--- src/logic/lcd_defines.svh ---
`ifndef LCD_DEFINES_SVH
`define LCD_DEFINES_SVH
// ==========================
// Address limits and write masks
`define LCD_LAST_COL   7'h65
`define LCD_LAST_PAGE  4'h7
`define LCD_IND_PAGE   4'h8
`define LCD_IND_MASK   8'h01
`define LCD_FULL_MASK  8'hff
// ==========================
// Reset values and last serial bit count
`define LCD_RST_VOLUME 5'h10
`define LCD_RST_PWR    3'h0
`define LCD_RST_RATIO  3'h0
`define LCD_RST_BIAS6  1'b1
`define LCD_SER_LAST   3'h7
// ==========================
// Command encodings
`define LCD_OP_DISP    8'b1010_111?
`define LCD_OP_REV     8'b1010_011?
`define LCD_OP_ALLON   8'b1010_010?
`define LCD_OP_BIAS    8'b1010_001?
`define LCD_OP_SEGDIR  8'b1010_000?
`define LCD_OP_PAGE    8'b1011_????
`define LCD_OP_COLHI   8'b0001_0???
`define LCD_OP_COLLO   8'b0000_????
`define LCD_OP_START   8'b01??_????
`define LCD_OP_COMDIR  8'b1100_????
`define LCD_OP_PWR     8'b0010_1???
`define LCD_OP_RATIO   8'b0010_0???
`define LCD_OP_RMW     8'he0
`define LCD_OP_END     8'hee
`define LCD_OP_VOLUME  8'h81
`define LCD_OP_RESET   8'he2
`endif

--- src/logic/lcd_pkg.sv ---
package lcd_pkg;
   // ==========================
   // Host bus selection
   typedef enum logic [1:0] {
      lcd_mode_8080,
      lcd_mode_6800,
      lcd_mode_serial
   } lcd_mode_type;
   // One received byte
   typedef struct packed {
      logic       valid;
      logic       is_data;
      logic       is_read;
      logic [7:0] data;
   } lcd_byte_type;
   // Display RAM access request
   typedef struct packed {
      logic       we;
      logic       re;
      logic [3:0] page;
      logic [6:0] col;
      logic [7:0] data;
      logic [7:0] mask;
   } lcd_ram_type;
   // Controller state set by commands
   typedef struct packed {
      logic       display_on;
      logic       reverse;
      logic       all_on;
      logic       power_save;
      logic       seg_rev;
      logic       com_rev;
      logic       rmw;
      logic       bias_sixth;
      logic [2:0] power_ctrl;
      logic [2:0] ratio;
      logic [4:0] volume;
      logic [3:0] page;
      logic [6:0] column;
      logic [5:0] start_line;
   } lcd_ctrl_type;
endpackage : lcd_pkg

--- src/logic/lcd_par_front.sv ---
`timescale 1ns/1ps
module lcd_par_front (
   // Clock and reset
   input  wire logic              clock_in,
   input  wire logic              rst_in,
   // Parallel host pins
   input  wire lcd_pkg::lcd_mode_type mode_in,
   input  wire logic              cds_in,
   input  wire logic              rd_e_in,
   input  wire logic              wr_rw_in,
   input  wire logic [7:0]        data_in,
   // Received byte
   output lcd_pkg::lcd_byte_type  byte_out
);
   typedef struct packed {
      logic                  armed;
      logic                  rd_q;
      logic                  wr_q;
      lcd_pkg::lcd_byte_type byte_v;
   } lcd_front_state_type;
   lcd_front_state_type st_q, st_d;
   // ==========================
   // Strobe edge detection
   always_comb begin
      st_d        = st_q;
      st_d.armed  = 1'b1;
      st_d.rd_q   = rd_e_in;
      st_d.wr_q   = wr_rw_in;
      st_d.byte_v = '0;
      if (st_q.armed && mode_in == lcd_pkg::lcd_mode_8080) begin
         if (!st_q.rd_q && rd_e_in) begin
            st_d.byte_v = '{1'b1, cds_in, 1'b1, data_in};
         end else if (!st_q.wr_q && wr_rw_in) begin
            st_d.byte_v = '{1'b1, cds_in, 1'b0, data_in};
         end
      end
      if (st_q.armed && mode_in == lcd_pkg::lcd_mode_6800) begin
         if (st_q.rd_q && !rd_e_in) begin
            st_d.byte_v = '{1'b1, cds_in, wr_rw_in, data_in};
         end
      end
   end
   // State register
   always_ff @(posedge clock_in) begin
      if (rst_in) begin
         st_q <= '0;
      end else begin
         st_q <= st_d;
      end
   end
   assign byte_out = st_q.byte_v;
endmodule : lcd_par_front

--- src/logic/lcd_ser_shift.sv ---
`timescale 1ns/1ps
`include "lcd_defines.svh"
module lcd_ser_shift (
   // Clock and reset
   input  wire logic             clock_in,
   input  wire logic             rst_in,
   // Control
   input  wire logic             enable_in,
   input  wire logic             clear_in,
   // Serial pins
   input  wire logic             cds_in,
   input  wire logic             sclk_in,
   input  wire logic             sdata_in,
   // Received byte
   output lcd_pkg::lcd_byte_type byte_out
);
   typedef struct packed {
      logic                  armed;
      logic                  sclk_q;
      logic [6:0]            shift;
      logic [2:0]            count;
      lcd_pkg::lcd_byte_type byte_v;
   } lcd_ser_state_type;
   lcd_ser_state_type st_q, st_d;
   // ==========================
   // Shift on rising serial clock
   always_comb begin
      st_d        = st_q;
      st_d.armed  = 1'b1;
      st_d.sclk_q = sclk_in;
      st_d.byte_v = '0;
      if (st_q.armed && !st_q.sclk_q && sclk_in) begin
         if (st_q.count == `LCD_SER_LAST) begin
            st_d.byte_v = '{1'b1, cds_in, 1'b0, {st_q.shift, sdata_in}};
            st_d.count  = 3'h0;
         end else begin
            st_d.shift = {st_q.shift[5:0], sdata_in};
            st_d.count = 3'(st_q.count + 3'h1);
         end
      end
      if (clear_in || !enable_in) begin
         st_d.shift = 7'h00;
         st_d.count = 3'h0;
      end
   end
   // State register
   always_ff @(posedge clock_in) begin
      if (rst_in) begin
         st_q <= '0;
      end else begin
         st_q <= st_d;
      end
   end
   assign byte_out = st_q.byte_v;
   // ==========================
   // Checks
   property p_ser_clear;
      @(posedge clock_in) disable iff (rst_in)
      clear_in |=> st_q.count == 3'h0 && st_q.shift == 7'h00;
   endproperty
   a_ser_clear: assert property (p_ser_clear) else $error("shift not cleared");
   property p_ser_msb;
      @(posedge clock_in) disable iff (rst_in)
      st_q.byte_v.valid |-> st_q.byte_v.data[0] == $past(sdata_in);
   endproperty
   a_ser_msb: assert property (p_ser_msb) else $error("last bit not LSB");
endmodule : lcd_ser_shift

--- src/logic/lcd_cmd_top.sv ---
// What this block does
// - Init by low pin or reset command
// - Init clears serial shifter and counter
// - Init enters power saver, all-on set
// - Init zeroes addresses, normal polarity, directions
// - Init clears power control and ratio
// - Init loads volume with 10000 binary
// - Init selects 1/6 bias, no test
// - Init leaves display RAM untouched
// - 8080 mode: low strobe pulses access
// - 6800 mode: R/W direction, E pulse
// - Serial bytes arrive MSB first
// - Command 1010111x switches display on/off
// - Display off plus all-on means saver
// - Command 1010011x selects display polarity
// - All-on forces points, overrides polarity
// - Command 1011xxxx loads page 0..8
// - Page 8 writes only bit 0
// - Page advances after last column
// - Column increments, wraps after 65H
// - Two commands load column halves
// - Command 01xxxxxx loads start line
// - Data write stores byte at address
`timescale 1ns/1ps
`include "lcd_defines.svh"
module lcd_cmd_top (
   // Clock and reset
   input  wire logic                  clock_in,
   input  wire logic                  rst_in,
   // Host selection and init
   input  wire lcd_pkg::lcd_mode_type bus_mode_in,
   input  wire logic                  init_pin_n_in,
   // Parallel host bus
   input  wire logic                  cmd_data_select_in,
   input  wire logic                  rd_e_in,
   input  wire logic                  wr_rw_in,
   input  wire logic [7:0]            data_in,
   // Serial host link
   input  wire logic                  serial_clk_in,
   input  wire logic                  serial_data_in,
   // Display RAM side
   input  wire logic                  pixel_data_in,
   output lcd_pkg::lcd_ram_type       ram_out,
   output logic                       pixel_on_out,
   // Controller state
   output lcd_pkg::lcd_ctrl_type      ctrl_out
);
   typedef struct packed {
      lcd_pkg::lcd_ctrl_type ctrl;
      lcd_pkg::lcd_ram_type  ram;
      logic                  pixel_on;
      logic                  vol_pend;
      logic [6:0]            rmw_col;
   } lcd_top_state_type;

   // ==========================
   // Reset state
   localparam lcd_top_state_type ST_RST = '{
      ctrl: '{
         display_on: 1'b0,
         reverse:    1'b0,
         all_on:     1'b1,
         power_save: 1'b1,
         seg_rev:    1'b0,
         com_rev:    1'b0,
         rmw:        1'b0,
         bias_sixth: `LCD_RST_BIAS6,
         power_ctrl: `LCD_RST_PWR,
         ratio:      `LCD_RST_RATIO,
         volume:     `LCD_RST_VOLUME,
         page:       4'h0,
         column:     7'h00,
         start_line: 6'h00
      },
      ram:      '0,
      pixel_on: 1'b0,
      vol_pend: 1'b0,
      rmw_col:  7'h00
   };

   lcd_top_state_type     st_q, st_d;
   lcd_pkg::lcd_byte_type par_byte;
   lcd_pkg::lcd_byte_type ser_byte;
   lcd_pkg::lcd_byte_type in_byte;
   logic                  cmd_ok;
   logic                  init_now;
   logic                  ser_en;
   logic                  at_last_col;
   logic [6:0]            adv_col;
   logic [3:0]            adv_page;

   // ==========================
   // Host front ends
   lcd_par_front u_par (
      .clock_in (clock_in),
      .rst_in   (rst_in),
      .mode_in  (bus_mode_in),
      .cds_in   (cmd_data_select_in),
      .rd_e_in  (rd_e_in),
      .wr_rw_in (wr_rw_in),
      .data_in  (data_in),
      .byte_out (par_byte)
   );

   lcd_ser_shift u_ser (
      .clock_in  (clock_in),
      .rst_in    (rst_in),
      .enable_in (ser_en),
      .clear_in  (init_now),
      .cds_in    (cmd_data_select_in),
      .sclk_in   (serial_clk_in),
      .sdata_in  (serial_data_in),
      .byte_out  (ser_byte)
   );

   // Byte source and init detection
   assign ser_en   = bus_mode_in == lcd_pkg::lcd_mode_serial;
   assign in_byte  = ser_en ? ser_byte : par_byte;
   assign cmd_ok   = in_byte.valid && !in_byte.is_data && !in_byte.is_read;
   assign init_now = !init_pin_n_in
                   || (cmd_ok && !st_q.vol_pend
                       && in_byte.data == `LCD_OP_RESET);

   // Address advance after an access
   assign at_last_col = st_q.ctrl.column == `LCD_LAST_COL;
   assign adv_col     = at_last_col ? 7'h00 : 7'(st_q.ctrl.column + 7'h01);
   always_comb begin
      adv_page = st_q.ctrl.page;
      if (at_last_col) begin
         if (st_q.ctrl.page >= `LCD_LAST_PAGE) begin
            adv_page = 4'h0;
         end else begin
            adv_page = 4'(st_q.ctrl.page + 4'h1);
         end
      end
   end

   // ==========================
   // Command and data decode
   always_comb begin
      st_d        = st_q;
      st_d.ram.we = 1'b0;
      st_d.ram.re = 1'b0;
      if (in_byte.valid && in_byte.is_data) begin
         st_d.ram.page = st_q.ctrl.page;
         st_d.ram.col  = st_q.ctrl.column;
         if (!in_byte.is_read) begin
            st_d.ram.we   = 1'b1;
            st_d.ram.data = in_byte.data;
            st_d.ram.mask = (st_q.ctrl.page == `LCD_IND_PAGE)
                          ? `LCD_IND_MASK : `LCD_FULL_MASK;
         end else begin
            st_d.ram.re = 1'b1;
         end
         // Reads hold the column while read-modify-write is on
         if (!in_byte.is_read || !st_q.ctrl.rmw) begin
            st_d.ctrl.column = adv_col;
            st_d.ctrl.page   = adv_page;
         end
      end else if (cmd_ok && st_q.vol_pend) begin
         st_d.ctrl.volume = in_byte.data[4:0];
         st_d.vol_pend    = 1'b0;
      end else if (cmd_ok) begin
         unique casez (in_byte.data)
            `LCD_OP_DISP: begin
               st_d.ctrl.display_on = in_byte.data[0];
            end
            `LCD_OP_REV: begin
               st_d.ctrl.reverse = in_byte.data[0];
            end
            `LCD_OP_ALLON: begin
               st_d.ctrl.all_on = in_byte.data[0];
            end
            `LCD_OP_BIAS: begin
               st_d.ctrl.bias_sixth = in_byte.data[0];
            end
            `LCD_OP_SEGDIR: begin
               st_d.ctrl.seg_rev = in_byte.data[0];
            end
            `LCD_OP_PAGE: begin
               if (in_byte.data[3:0] <= `LCD_IND_PAGE) begin
                  st_d.ctrl.page = in_byte.data[3:0];
               end
            end
            `LCD_OP_COLHI: begin
               st_d.ctrl.column[6:4] = in_byte.data[2:0];
            end
            `LCD_OP_COLLO: begin
               st_d.ctrl.column[3:0] = in_byte.data[3:0];
            end
            `LCD_OP_START: begin
               st_d.ctrl.start_line = in_byte.data[5:0];
            end
            `LCD_OP_COMDIR: begin
               st_d.ctrl.com_rev = in_byte.data[3];
            end
            `LCD_OP_PWR: begin
               st_d.ctrl.power_ctrl = in_byte.data[2:0];
            end
            `LCD_OP_RATIO: begin
               st_d.ctrl.ratio = in_byte.data[2:0];
            end
            `LCD_OP_RMW: begin
               st_d.ctrl.rmw = 1'b1;
               st_d.rmw_col  = st_q.ctrl.column;
            end
            `LCD_OP_END: begin
               st_d.ctrl.rmw    = 1'b0;
               st_d.ctrl.column = st_q.rmw_col;
            end
            `LCD_OP_VOLUME: begin
               st_d.vol_pend = 1'b1;
            end
            default: begin
               st_d.vol_pend = st_q.vol_pend;
            end
         endcase
      end
      // Saver follows display off with all points on
      st_d.ctrl.power_save = !st_d.ctrl.display_on && st_d.ctrl.all_on;
      // Point drive: all-on beats polarity, saver grounds it
      st_d.pixel_on = !st_q.ctrl.power_save
                    && (st_q.ctrl.all_on
                        || (pixel_data_in ^ st_q.ctrl.reverse));
      if (init_now) begin
         st_d = ST_RST;
      end
   end

   // State register
   always_ff @(posedge clock_in) begin
      if (rst_in) begin
         st_q <= ST_RST;
      end else begin
         st_q <= st_d;
      end
   end

   // Outputs
   assign ram_out      = st_q.ram;
   assign pixel_on_out = st_q.pixel_on;
   assign ctrl_out     = st_q.ctrl;

   // ==========================
   // Checks
   property p_init_saver;
      @(posedge clock_in) disable iff (rst_in)
      !init_pin_n_in |=> ctrl_out.power_save && !ctrl_out.display_on
                         && ctrl_out.all_on && !pixel_on_out;
   endproperty
   a_init_saver: assert property (p_init_saver) else $error("no saver on init");

   property p_init_addr;
      @(posedge clock_in) disable iff (rst_in)
      init_now |=> ctrl_out.page == 4'h0 && ctrl_out.column == 7'h00
                   && ctrl_out.start_line == 6'h00 && !ctrl_out.reverse
                   && !ctrl_out.rmw && !ctrl_out.seg_rev;
   endproperty
   a_init_addr: assert property (p_init_addr) else $error("addresses not reset");

   property p_init_power;
      @(posedge clock_in) disable iff (rst_in)
      init_now |=> ctrl_out.power_ctrl == 3'h0 && ctrl_out.ratio == 3'h0
                   && ctrl_out.volume == 5'h10 && ctrl_out.bias_sixth;
   endproperty
   a_init_power: assert property (p_init_power) else $error("power regs not reset");

   property p_init_noram;
      @(posedge clock_in) disable iff (rst_in)
      init_now |=> !ram_out.we;
   endproperty
   a_init_noram: assert property (p_init_noram) else $error("RAM written on init");

   property p_disp;
      @(posedge clock_in) disable iff (rst_in)
      cmd_ok && !init_now && !st_q.vol_pend && in_byte.data[7:1] == 7'h57
      |=> ctrl_out.display_on == $past(in_byte.data[0]);
   endproperty
   a_disp: assert property (p_disp) else $error("display on/off not taken");

   property p_saver;
      @(posedge clock_in) disable iff (rst_in)
      cmd_ok && !init_now && !st_q.vol_pend && (in_byte.data == 8'hae && ctrl_out.all_on
         || in_byte.data == 8'ha5 && !ctrl_out.display_on) |=> ctrl_out.power_save;
   endproperty
   a_saver: assert property (p_saver) else $error("saver state wrong");

   property p_pixel;
      @(posedge clock_in) disable iff (rst_in)
      !init_now && !ctrl_out.power_save |=> pixel_on_out
         == ($past(ctrl_out.all_on) || ($past(pixel_data_in) ^ $past(ctrl_out.reverse)));
   endproperty
   a_pixel: assert property (p_pixel) else $error("point drive wrong");

   property p_page_set;
      @(posedge clock_in) disable iff (rst_in)
      cmd_ok && !init_now && !st_q.vol_pend && in_byte.data[7:4] == 4'hb
      && in_byte.data[3:0] <= 4'h8 |=> ctrl_out.page == $past(in_byte.data[3:0]);
   endproperty
   a_page_set: assert property (p_page_set) else $error("page not loaded");

   property p_ind_mask;
      @(posedge clock_in) disable iff (rst_in)
      in_byte.valid && in_byte.is_data && !in_byte.is_read && !init_now
      && ctrl_out.page == 4'h8 |=> ram_out.we && ram_out.mask == 8'h01;
   endproperty
   a_ind_mask: assert property (p_ind_mask) else $error("indicator mask wrong");

   property p_wrap;
      @(posedge clock_in) disable iff (rst_in)
      in_byte.valid && in_byte.is_data && !in_byte.is_read && !init_now
      && ctrl_out.column == 7'h65 && ctrl_out.page == 4'h7
      |=> ctrl_out.column == 7'h00 && ctrl_out.page == 4'h0;
   endproperty
   a_wrap: assert property (p_wrap) else $error("address wrap wrong");

   property p_write;
      @(posedge clock_in) disable iff (rst_in)
      in_byte.valid && in_byte.is_data && !in_byte.is_read && !init_now
      |=> ram_out.we && ram_out.data == $past(in_byte.data)
          && ram_out.col == $past(ctrl_out.column);
   endproperty
   a_write: assert property (p_write) else $error("data write lost");

   property p_start;
      @(posedge clock_in) disable iff (rst_in)
      cmd_ok && !init_now && !st_q.vol_pend && in_byte.data[7:6] == 2'h1
      |=> ctrl_out.start_line == $past(in_byte.data[5:0]);
   endproperty
   a_start: assert property (p_start) else $error("start line not loaded");

endmodule : lcd_cmd_top

--- config.mk ---
export PLATFORM = sky130hd
export DESIGN_NAME = lcd_cmd_top
export DESIGN_NICKNAME = d
export VERILOG_FILES = /design/src/logic/lcd_pkg.sv /design/src/logic/lcd_par_front.sv /design/src/logic/lcd_ser_shift.sv /design/src/logic/lcd_cmd_top.sv
export VERILOG_INCLUDE_DIRS = /design/src /design/src/logic
export SDC_FILE = /design/constraint.sdc
export NUM_CORES = 1
export LEC_CHECK = 0
export BUFFER_PORTS_ARGS = -buffer_cell sky130_fd_sc_hd__buf_4
export CAP_MARGIN = 20
export CELL_PAD_IN_SITES_DETAIL_PLACEMENT = 0
export CELL_PAD_IN_SITES_GLOBAL_PLACEMENT = 2
export CORE_AREA = 2 2 130 132
export CTS_CLUSTER_DIAMETER = 200
export DETAILED_ROUTE_END_ITERATION = 10
export DIE_AREA = 0 0 132 134
export PLACE_DENSITY = 0.74
export SYNTH_ARGS = -nofsm -noshare
export SYNTH_HDL_FRONTEND = slang
export SYNTH_SLANG_ARGS = --single-unit
--- constraint.sdc ---
create_clock -name clock_in -period 1.9 [get_ports clock_in]
set_input_delay 0.285 -clock clock_in [delete_from_list [all_inputs] [get_ports clock_in]]
set_output_delay 0.285 -clock clock_in [all_outputs]
set_load 0.01 [all_outputs]
==> results of run 1 <==
[cell families (layout without fill, tap and decap cells)]
logic type,after synthesis,count (layout)
flip-flops,103,103
adder cells (fa/ha/maj),6,6
multiplexers,43,43
AND/OR/NAND/NOR,207,207
buffers and inverters,91,224
XOR/XNOR,4,4
AO/OA/AOI/OAI,92,92
[cell usage after synthesis (2+ instances only)]
| master | instances |
|---|---|
| a211oi_1 | 20 |
| a21oi_1 | 26 |
| and2_1 | 19 |
| buf_2 | 9 |
| buf_4 | 66 |
| buf_6 | 2 |
| clkbuf_1 | 5 |
| dfxtp_1 | 103 |
| ha_1 | 6 |
| inv_1 | 9 |
| mux2_2 | 5 |
| mux2_4 | 3 |
| mux2i_1 | 29 |
| mux2i_4 | 4 |
| nand2_1 | 52 |
| nand2b_1 | 3 |
| nand3_1 | 7 |
| nand3b_1 | 6 |
| nand4_1 | 2 |
| nand4b_1 | 3 |
| nor2_1 | 61 |
| nor2b_1 | 7 |
| nor3_1 | 24 |
| nor3b_1 | 4 |
| nor4_1 | 3 |
| o211a_1 | 2 |
| o21ai_0 | 17 |
| o21ai_1 | 4 |
| o31ai_1 | 2 |
| or4b_1 | 3 |
| or4bb_1 | 2 |
| xnor2_1 | 2 |
| xor2_1 | 2 |
[worst max-delay path: stages, from the launching register on]
cell     delay [ns]
dfxtp_4        0.37
or4b_4         0.54
mux2_4         0.35
or4_4          0.43
mux2i_1        0.16
nand2_1        0.06
[layout make-up]
class                           instances  area, um^2
Clock buffer                           10         229
Inverter                                9        33.8
Sequential cell                       103        2070
Tap cell                              220         275
Fill cell                            1580        9050
Clock inverter                          6        92.6
Timing Repair Buffer                  199        1730
Multi-Input combinational cell        352        2810
[state kept, by name, summed over array words and instances (netlist names)]
name and cells:
pixel_on_out 1, u_ser.st_q 11, ram_out 23, u_ser.byte_out 10, u_par.st_q 3, u_par.byte_out 11, ctrl_out 36, st_q 8
[layer usage]
| metal | vias up | share of wire | track usage |
|---|---|---|---|
| li1 | 2105 | - | - |
| met1 | 2068 | 0.46 | 0.199 |
| met2 | 89 | 0.49 | 0.268 |
| met3 | 12 | 0.034 | 0.0261 |
| met4 | 0 | 0.016 | 0.0598 |
| met5 | - | 0 | 0 |
[worst min path at each step]
stage / end / slack, ns / cells past startpoint
finish: u_par.st_q[12]$_SDFF_PP0_ / 0.13 / 2
global route: u_par.st_q[12]$_SDFF_PP0_ / 0.12 / 2
CTS: u_par.st_q[12]$_SDFF_PP0_ / 0.11 / 2
detailed placement: pixel_on_out$_SDFF_PP0_ / 0.43 / 1
global placement: pixel_on_out$_SDFF_PP0_ / 0.43 / 1
floorplan: u_par.st_q[11]$_SDFF_PP0_ / 0.36 / 1
[power by group]
part	leakage [nW]	total [mW]	switching, mW	internal (mW)
logic	1.81	0.328	0.161	0.167
registers	0.834	2.17	0.00702	2.17
clock network	0.155	2.03	0.858	1.17
total	2.80	4.53	1.03	3.50
[per-stage QoR]
step	instance area, um^2	setup slack [ns]	cells
CTS	6780	-0.133	891
finish	7240	-0.133	899
floorplan	4990	-0.0598	546
global placement	6100	-0.322	863
global route	7240	-0.185	899
detailed placement	6100	-0.436	863
[timing repair]
action / in CTS / in global routing
pin swaps: 15 / 28
cloned: 3 / 4
setup endpoints to repair: 77 / 77
gates resized for setup: 52 / 84
buffers inserted: 9 / 6
==> results.py, run 1 <==
metrics = {
    "grt": {
        "globalRoute.totalOverflow": 0,
        "antenna_found_initial": 0,
        "grt_max_degree": 18,
        "grt_pass1_vias": 4179,
        "grt_first_pass_wirelength_mm": 21.9,
        "total_grt_usage": 0.157,
    },
    "final_layout": {
        "flow.area_growth_from_synthesis_pct": 45.9,
        "mostFrequentLayoutCells": "buf_4 (171), dfxtp_1 (98), nor2_1 (49)",
        "ant_diodes": 0,
        "final_core_utilization": 0.445,
        "most_common_cell_after_layout_fill_and_taps_aside": "buf_4",
        "nNetsFinal": 699,
        "layout-drive-gt1-share": 0.493,
    },
    "logic_synthesis": {
        "syn-num-nets": 571,
        "synthDominantAreaCellType": "dfxtp_1",
        "post_synth_xor_xnor_area": 0.00706,
        "mappedNetlistArea_mm2": 0.00496,
        "postSynth.asyncResetShare": 0,
        "postSynthRegisterBits": 103,
        "synthTopCellsByArea": "dfxtp_1 (42%), buf_4 (10%), mux2i_1 (5.8%), nor2_1 (4.6%), nand2_1 (3.9%)",
        "ys_dominant_reg_cell": "dfxtp_1",
        "synth_cells": 546,
        "synth-seq-area-share": 0.415,
        "synth_top_family_by_area": "simple AND/OR/NAND/NOR gates",
        "syn_area_per_cell_um2": 9.09,
        "synth.lib_cells_used.distinct": 67,
        "synth_enable_flop_cells": 0,
        "synth_top_area_share": 0.415,
        "simple_gate_fraction_of_synth_area": 0.213,
        "yosysWarningCount": 0,
        "yosys.area_share.adder": 0.0151,
        "fraction_of_the_mapped_netlist_area_in_compound_gates": 0.123,
        "synthMuxAreaShare": 0.102,
    },
    "floorplanning": {
        "num_rows": 47,
        "starting_density": 0.305,
        "die_area_mm2": 0.0177,
        "num_io_pins": 85,
        "die_height_um": 134,
        "floorplan.die.width_um": 132,
        "design.core.area_mm2": 0.0163,
    },
    "cts": {
        "max-clock-path-buffers": 2,
        "clk_latency_ns": 0.36,
        "cts_root_buffer": "clkbuf_16",
        "worst_setup_hold_path_clk_slew_ns": 0.08,
        "cts_inserted_buffers": 9,
        "tritoncts": "yes",
        "cts.sink_count": 103,
        "cts.htree.levels": 3,
        "post_cts_hold_buffer_count": 0,
    },
    "critical_path": {
        "worst_r2r_path_depth": 5,
        "worst_endpoint_required_time_ns": 2.14,
        "reg2reg_to": "ctrl_out[28]$_SDFFE_PP1P_",
        "setup.worst_path.start": "st_q[7]$_SDFFE_PP0P_",
        "regToRegStartpoint": "st_q[7]$_SDFFE_PP0P_",
        "maximum_fanout_encountered_on_the_critical_timing_path": 5,
        "endpoint": "ctrl_out[28]$_SDFFE_PP1P_",
        "criticalPathCategory": "reg2reg",
        "crit_path_end_kind": "flip-flop",
        "worst_ep_arrival_time_ns": 2.28,
        "start_kind": "flip-flop",
        "setup.reg_to_reg.worst_slack_ns": -0.13,
    },
    "sta": {
        "relSlewSlack": 0.681,
        "finClkSkew_ns": 0.0119,
        "finalCriticalPeriod_ns": 2.03,
        "setup_violations": 63,
        "final_hold_viol_count": 0,
        "slew_limit_fails": 0,
        "timing.final.ws_setup_ns": -0.133,
        "slew_at_the_pin_with_the_worst_max_slew_slack_ns": 0.466,
        "totalNegativeSetupSlack_ns": -3.83,
        "timing.fmax_mhz": 492,
        "hold_ws_ns": 0.128,
        "period_share": 1.07,
        "grt_setup_unrepaired": "true",
    },
    "routing": {
        "total_routed_length_mm": 14.3,
        "routed_wire_length_per_instance_um": 15.9,
        "drt_pass1_iterations": 4,
        "detail-route-antenna-nets": 0,
        "drt_first_iter_violations": 179,
        "total_drc_errors_in_the_routed_layout": 0,
        "num_vias": 4274,
        "avgViaCountPerCell": 4.75,
    },
    "run_status": {
        "run_status": "complete, but fails checks",
        "violations": "negative setup slack",
    },
    "power_and_ir_drop": {
        "pwr_density_cell_mw_per_mm2": 625,
        "power.leakage_nw": 2.80,
        "ir_drop_v": 0.000444,
        "p_total_mw": 4.53,
    },
    "placement": {
        "globalplace.congestion": 0.832,
        "io_buffers": 84,
        "detailedPlacementHpwl_mm": 10.2,
    },
    "worst_hold_path": {
        "worst_hold_startpoint": "rst_in",
        "worst_hold_path_type": "in2reg",
    },
    "run": {
        "maxCapViolations": 0,
    },
}
No activity file was read; power rests on OpenSTA's default activity.
==> inputs of run 2 (changes only) <==
Settings changed: CTS_CLUSTER_DIAMETER 200 to unset, GPL_TIMING_DRIVEN set to 0.
==> run 2 against run 1 <==
Routed wire length rose by 3.8%. Largest power group unchanged. The flow still finishes with violations (negative setup slack). Count of clock-buffer cells in the layout increased by 3. Power down 1.6%. Maximum frequency down 1.9%. Clock power down 6%. Register-to-register slack got worse by 0.04 ns. Critical endpoint is now st_q[6]$_SDFFE_PP0P_. Core utilization is 2.4 points higher. Non-clock buffer count is 13 higher. Sequential share of layout area fell by 1.3 points.
==> results.py, run 2 (synthesis gave the netlist of run 1 again) <==
metrics = {
    "run_status": {
        "run_status": "complete, but fails checks",
        "violations": "negative setup slack",
    },
    "routing": {
        "drt_pass1_iterations": 5,
        "total_routed_length_mm": 14.9,
        "routed_wire_length_per_instance_um": 16.3,
        "total_drc_errors_in_the_routed_layout": 0,
        "maxUsedRoutingLayer": "met4",
        "avgViaCountPerCell": 4.75,
        "drt_first_iter_violations": 120,
        "routedLengthMet1_mm": 6.45,
        "route.met3.wl_um": 655,
        "detail-route-antenna-nets": 0,
        "detailroute.wirelength.met2_mm": 7.58,
        "num_vias": 4338,
    },
    "final_layout": {
        "flow.area_growth_from_synthesis_pct": 53.6,
        "final_core_utilization": 0.468,
        "most_common_cell_after_layout_fill_and_taps_aside": "buf_4",
        "layout-drive-gt1-share": 0.527,
        "largest_register_ffs": 36,
        "nNetsFinal": 713,
        "mostFrequentLayoutCells": "buf_4 (174), dfxtp_1 (92), nand2_1 (46)",
        "layout.filler_cells": 1569,
        "ant_diodes": 0,
    },
    "grt": {
        "total_grt_usage": 0.167,
        "grt_max_degree": 16,
        "antenna_found_initial": 0,
        "grt_first_pass_wirelength_mm": 22.9,
        "globalRoute.totalOverflow": 0,
        "grt_pass1_vias": 4284,
    },
    "cts": {
        "cts.sink_count": 103,
        "cts.htree.levels": 3,
        "cts_root_buffer": "clkbuf_16",
        "worst_setup_hold_path_clk_slew_ns": 0.07,
        "tritoncts": "yes",
        "clk_latency_ns": 0.36,
        "max-clock-path-buffers": 2,
        "cts_inserted_buffers": 9,
    },
    "critical_path": {
        "cpMostUsedCell": "buf_12",
        "worst_ep_arrival_time_ns": 2.33,
        "cp_slowest_stage_delay_ns": 0.55,
        "cpMaxStageDelayCell": "or4b_4",
        "timing.critical_path.cells": "or4b_4 -> mux2i_4 -> nand2_4 -> buf_12 -> nor3_4 -> buf_12 -> mux2i_1 -> nor2_1",
        "criticalPathCategory": "reg2reg",
        "start_kind": "flip-flop",
        "crit_path_end_kind": "flip-flop",
        "worst_endpoint_required_time_ns": 2.15,
        "maximum_fanout_encountered_on_the_critical_timing_path": 8,
    },
    "power_and_ir_drop": {
        "p_total_mw": 4.45,
        "power.leakage_nw": 2.93,
        "ir_drop_v": 0.000504,
        "pwr_density_cell_mw_per_mm2": 584,
    },
    "sta": {
        "finClkSkew_ns": 0.0109,
        "grt_setup_unrepaired": "true",
        "setup_violations": 69,
        "timing.fmax_mhz": 482,
        "slew_at_the_pin_with_the_worst_max_slew_slack_ns": 0.982,
        "relSlewSlack": 0.344,
        "timing.final.ws_setup_ns": -0.174,
        "finalCriticalPeriod_ns": 2.07,
        "period_share": 1.09,
        "slew_limit_fails": 0,
        "final_hold_viol_count": 0,
    },
    "floorplanning": {
        "floorplan.die.width_um": 132,
        "die_area_mm2": 0.0177,
        "design.core.area_mm2": 0.0163,
        "num_io_pins": 85,
        "num_rows": 47,
        "starting_density": 0.305,
        "die_height_um": 134,
    },
    "placement": {
        "globalplace.congestion": 0.811,
        "io_buffers": 84,
        "detailedPlacementHpwl_mm": 10.2,
    },
    "run": {
        "maxCapViolations": 0,
    },
    "worst_hold_path": {
        "worst_hold_path_type": "in2reg",
    },
}
## run 2: cell types whose count changed in the layout (fill, tap and decap cells not counted), sizes merged
cell	previous run	this run
nand2	52	53
clkbuf	14	20
bufinv	2	1
inv	11	9
clkinvlp	1	0
buf	195	205
clkinv	1	2
## run 2: cell type report
type	count	area, um^2	share of cell area
flip-flops and latches	103	2080	0.273
repair buffers	130	1200	0.157
clock buffers	13	270	0.0354
well taps	220	275	0.0361
plain buffers	82	693	0.0909
inverters	9	33.8	0.00443
clock inverters	3	40.0	0.00525
multi-input cells	353	3040	0.398
## run 2: timing repair
item                                    in CTS  in global routing
gates resized for setup                    112                102
endpoints found under the setup margin      88                 78
gates cloned                                 7                  1
hold buffers                                 0                  0
pin swaps                                   20                 18
buffers inserted                            19                 24
## run 2: worst paths after layout
| path | startpoint | to | slack [ns] | depth (start not counted) |
|---|---|---|---|---|
| max | st_q[7]$_SDFFE_PP0P_ | st_q[6]$_SDFFE_PP0P_ | -0.17 | 8 |
| min | data_in[5] | u_par.byte_out[5]$_SDFF_PP0_ | 0.13 | 2 |
| max reg2reg | st_q[7]$_SDFFE_PP0P_ | st_q[6]$_SDFFE_PP0P_ | -0.17 | 8 |
| min reg2reg | ctrl_out[32]$_SDFF_PP1_ | pixel_on_out$_SDFF_PP0_ | 0.43 | 1 |
## run 2: worst max-delay path, delay by kind of cell, from the launching register on
kind	cells	cell delay, ns
flops	1	0.36
mux	2	0.42
buf+inv	2	0.30
simple gates	4	0.90
## run 2: power breakdown
part           total (mW)  switching (mW)  internal, mW  leakage [nW]
registers            2.17         0.00941          2.17         0.837
logic               0.362           0.179         0.183          1.94
clock network        1.91           0.789          1.12         0.156
## run 2: per-stage QoR
stage | worst slack (ns) | hold WS (ns) | TNS [ns] | instance area [um^2] | instances
after floorplan | -0.0598 | 0.357 | -0.510 | 4990 | 546
after global placement | -0.815 | 0.431 | -48.01 | 5900 | 850
after detailed placement | -0.845 | 0.418 | -52.02 | 5900 | 850
after CTS | -0.146 | 0.118 | -5.99 | 7060 | 892
after global routing | -0.238 | 0.120 | -9.07 | 7630 | 913
final | -0.174 | 0.132 | -4.99 | 7630 | 913
## run 2: routing by layer
metal	vias up	track usage
li1	2131	-
met3	16	0.0416
met4	0	0.0574
met5	-	0
met1	2098	0.203
met2	93	0.288
==> inputs of run 3 (changes only) <==
Settings changed: CORE_AREA 2 2 130 132 to 2 2 134 136, DIE_AREA 0 0 132 134 to 0 0 136 138, MAX_ROUTING_LAYER set to met4, SYNTH_HIERARCHICAL set to 1.
==> run 3 against run 2 <==
The run still ends with negative setup slack left. Sequential share of layout area increased by 1.8 points. Clock power shrank 8%. Clock skew shrank 0.00094 ns. Highest routed layer unchanged. Area after synthesis up 7.1%. Cell count up 3.1%. Count of clock-buffer cells in the layout fell by 3. Maximum frequency is 3.6% higher. Non-clock buffer count up 10.
==> results.py, run 3 <==
metrics = {
    "run_status": {
        "run_status": "complete, but fails checks",
        "violations": "negative setup slack",
    },
    "power_and_ir_drop": {
        "comb_power_share": 0.075,
        "int_pwr_mw": 3.26,
        "power.leakage_nw": 2.98,
        "switching_share": 0.238,
        "seqPwrFrac": 0.514,
        "ir_drop_v": 0.000417,
        "p_total_mw": 4.28,
        "net_sw_power_mw": 1.02,
        "power_frac_clock": 0.411,
        "pwr_density_cell_mw_per_mm2": 597,
    },
    "logic_synthesis": {
        "synth_cells": 586,
        "postSynthRegisterBits": 104,
        "simple_gate_fraction_of_synth_area": 0.187,
        "yosys.area_share.adder": 0.0141,
        "post_synth_xor_xnor_area": 0.00165,
        "postSynth.asyncResetShare": 0,
        "synth_top_area_share": 0.392,
        "mappedNetlistArea_mm2": 0.00532,
        "synth_top_family_by_area": "simple AND/OR/NAND/NOR gates",
        "synth.lib_cells_used.distinct": 76,
        "synth_common_cells": "dfxtp_1 (104), buf_4 (92), nor2_1 (55)",
        "synthTopCellsByArea": "dfxtp_1 (39%), buf_4 (13%), mux2i_1 (5.3%), nor2_1 (3.9%), a21oi_1 (3.5%)",
        "syn-num-nets": 611,
        "synthMuxAreaShare": 0.0668,
        "syn_area_per_cell_um2": 9.07,
        "yosys.cell_count.top_type": "dfxtp_1",
        "synth-seq-area-share": 0.392,
        "ys_dominant_reg_cell": "dfxtp_1",
        "synth_enable_flop_cells": 0,
        "fraction_of_the_mapped_netlist_area_in_compound_gates": 0.169,
        "yosysWarningCount": 6,
        "synthDominantAreaCellType": "dfxtp_1",
    },
    "critical_path": {
        "start_kind": "flip-flop",
        "cp_slowest_stage_delay_ns": 0.45,
        "worst_r2r_path_depth": 8,
        "timing.critical_path.cells": "buf_4 -> mux2_4 -> nor4_4 -> buf_4 -> a211oi_4 -> buf_12 -> o2111a_1 -> a31o_1",
        "crit_path_end_kind": "flip-flop",
        "cpMostUsedCell": "buf_4",
        "worst_endpoint_required_time_ns": 2.15,
        "setup.reg_to_reg.worst_slack_ns": -0.10,
        "criticalPathCategory": "reg2reg",
        "cpMaxStageDelayCell": "nor4_4",
        "worst_ep_arrival_time_ns": 2.26,
        "maximum_fanout_encountered_on_the_critical_timing_path": 9,
    },
    "routing": {
        "routed_wire_length_per_instance_um": 16.0,
        "detail-route-antenna-nets": 0,
        "drt_pass1_iterations": 4,
        "total_drc_errors_in_the_routed_layout": 0,
        "total_routed_length_mm": 15.0,
        "drt_first_iter_violations": 272,
        "num_vias": 4406,
        "avgViaCountPerCell": 4.68,
    },
    "final_layout": {
        "nNetsFinal": 733,
        "ant_diodes": 0,
        "layout.filler_cells": 1749,
        "final_design_area_no_fill_mm2": 0.00717,
        "most_common_cell_after_layout_fill_and_taps_aside": "buf_4",
        "flow.area_growth_from_synthesis_pct": 34.8,
        "largest_register_ffs": 36,
        "mostFrequentLayoutCells": "buf_4 (190), dfxtp_1 (102), nor2_1 (54)",
        "layout-drive-gt1-share": 0.426,
    },
    "grt": {
        "total_grt_usage": 0.165,
        "antenna_found_initial": 0,
        "grt_max_degree": 17,
        "globalRoute.totalOverflow": 0,
        "grt_pass1_vias": 4236,
        "grt_first_pass_wirelength_mm": 23.5,
    },
    "worst_hold_path": {
        "worst_hold_path_type": "in2reg",
        "hold_path_depth": 2,
    },
    "sta": {
        "timing.fmax_mhz": 500,
        "slew_at_the_pin_with_the_worst_max_slew_slack_ns": 0.670,
        "finalCriticalPeriod_ns": 2.00,
        "timing.final.ws_setup_ns": -0.102,
        "final_hold_viol_count": 0,
        "finClkSkew_ns": 0.00998,
        "setup_violations": 28,
        "slew_limit_fails": 0,
        "grt_setup_unrepaired": "true",
        "period_share": 1.05,
        "relSlewSlack": 0.545,
    },
    "floorplanning": {
        "design.core.area_mm2": 0.0175,
        "starting_density": 0.303,
        "die_area_mm2": 0.0188,
        "die_height_um": 138,
        "num_io_pins": 85,
        "num_rows": 49,
        "floorplan.die.width_um": 136,
    },
    "placement": {
        "detailedPlacementHpwl_mm": 10.7,
        "globalplace.congestion": 0.852,
        "placed_cell_area_mm2": 0.00625,
        "io_buffers": 84,
    },
    "cts": {
        "clk_latency_ns": 0.36,
        "post_cts_hold_buffer_count": 0,
        "tritoncts": "yes",
        "cts.sink_count": 104,
        "max-clock-path-buffers": 2,
        "worst_setup_hold_path_clk_slew_ns": 0.07,
        "cts_root_buffer": "clkbuf_16",
        "cts.htree.levels": 3,
        "cts_inserted_buffers": 9,
    },
    "run": {
        "maxCapViolations": 0,
    },
}
-- run 3: changes by cell type in the layout (fill, tap and decap cells not counted), sizes merged, moves of 6 or more --
cell	before	now
a311oi	0	6
nor3	26	12
buf	205	216
and2	19	11
inv	9	18
a21boi	1	9
a21oi	27	37
-- run 3: path summary, 6_finish.rpt --
| kind | start | endpoint |
|---|---|---|
| max | u_ser/byte_out[0]$_SDFF_PP0_ | ctrl_out[12]$_SDFFE_PP0P_ |
| min | cmd_data_select_in | u_ser/byte_out[9]$_SDFF_PP0_ |
| max reg2reg | u_ser/byte_out[0]$_SDFF_PP0_ | ctrl_out[12]$_SDFFE_PP0P_ |
| min reg2reg | ctrl_out[32]$_SDFF_PP1_ | pixel_on_out$_SDFF_PP0_ |
-- run 3: layout make-up --
class | instances | area, um^2 | share of cell area
inverter | 17 | 71.3 | 0.00995
tap | 229 | 287 | 0.0400
timing repair buffer | 112 | 908 | 0.127
multi-input combinational | 354 | 2650 | 0.369
sequential | 104 | 2080 | 0.291
clock buffer | 10 | 239 | 0.0334
buffer | 110 | 897 | 0.125
clock inverter | 5 | 31.3 | 0.00437
-- run 3: power by group through the flow --
stage                     combinational (mW)  clock (mW)  sequential [mW]
after floorplan                        0.153           0             2.25
after global placement                 0.244           0             2.25
after detailed placement               0.246           0             2.25
after CTS                              0.284        1.81             2.20
after global routing                   0.342        1.91             2.20
final                                  0.321        1.76             2.20
-- run 3: repair_timing --
action                     4_1_cts  5_1_grt
cloned                           1        1
resized for setup               33       47
setup endpoints to repair       78       78
pin swaps                        7        9
setup buffers                   13       16
-- run 3: per-stage QoR --
step / setup WS (ns) / TNS [ns] / util / instances / hold slack [ns]
6_report: -0.102 / -1.61 / 0.409 / 941 / 0.139
4_1_cts: -0.160 / -5.47 / 0.388 / 926 / 0.134
5_1_grt: -0.182 / -6.53 / 0.409 / 941 / 0.140
2_1_floorplan: 0.00116 / 0 / - / 586 / 0.352
3_3_place_gp: -0.716 / -41.00 / 0.357 / 899 / 0.416
3_5_place_dp: -0.691 / -41.20 / 0.357 / 899 / 0.429
-- run 3: critical path: cells and delay by family (launching register included) --
| kind | cells | cell delay [ns] |
|---|---|---|
| and+or+nand+nor | 1 | 0.45 |
| buffers and inverters | 3 | 0.48 |
| AOI/OAI and AO/OA | 3 | 0.37 |
| muxes | 1 | 0.28 |
| DFF | 1 | 0.30 |
-- run 3: kinds of logic after synthesis --
| kind of cell | count (synthesis) |
|---|---|
| AOI/OAI and AO/OA | 129 |
| buffers and inverters | 128 |
| and+or+nand+nor | 184 |
| xor gates and xnor gates | 1 |
| muxes | 33 |
| DFF | 104 |
| other | 1 |
| adders and majority gates | 6 |
-- run 3: layer usage --
| layer | GRT usage | wire (um) | share of wire | vias to the layer above |
|---|---|---|---|---|
| met3 | 0.0304 | 563 | 0.037 | 22 |
| met2 | 0.241 | 6810 | 0.45 | 84 |
| li1 | - | - | - | 2226 |
| met5 | - | 0 | 0 | - |
| met1 | 0.232 | 7400 | 0.49 | 2074 |
| met4 | 0.0493 | 246 | 0.016 | 0 |
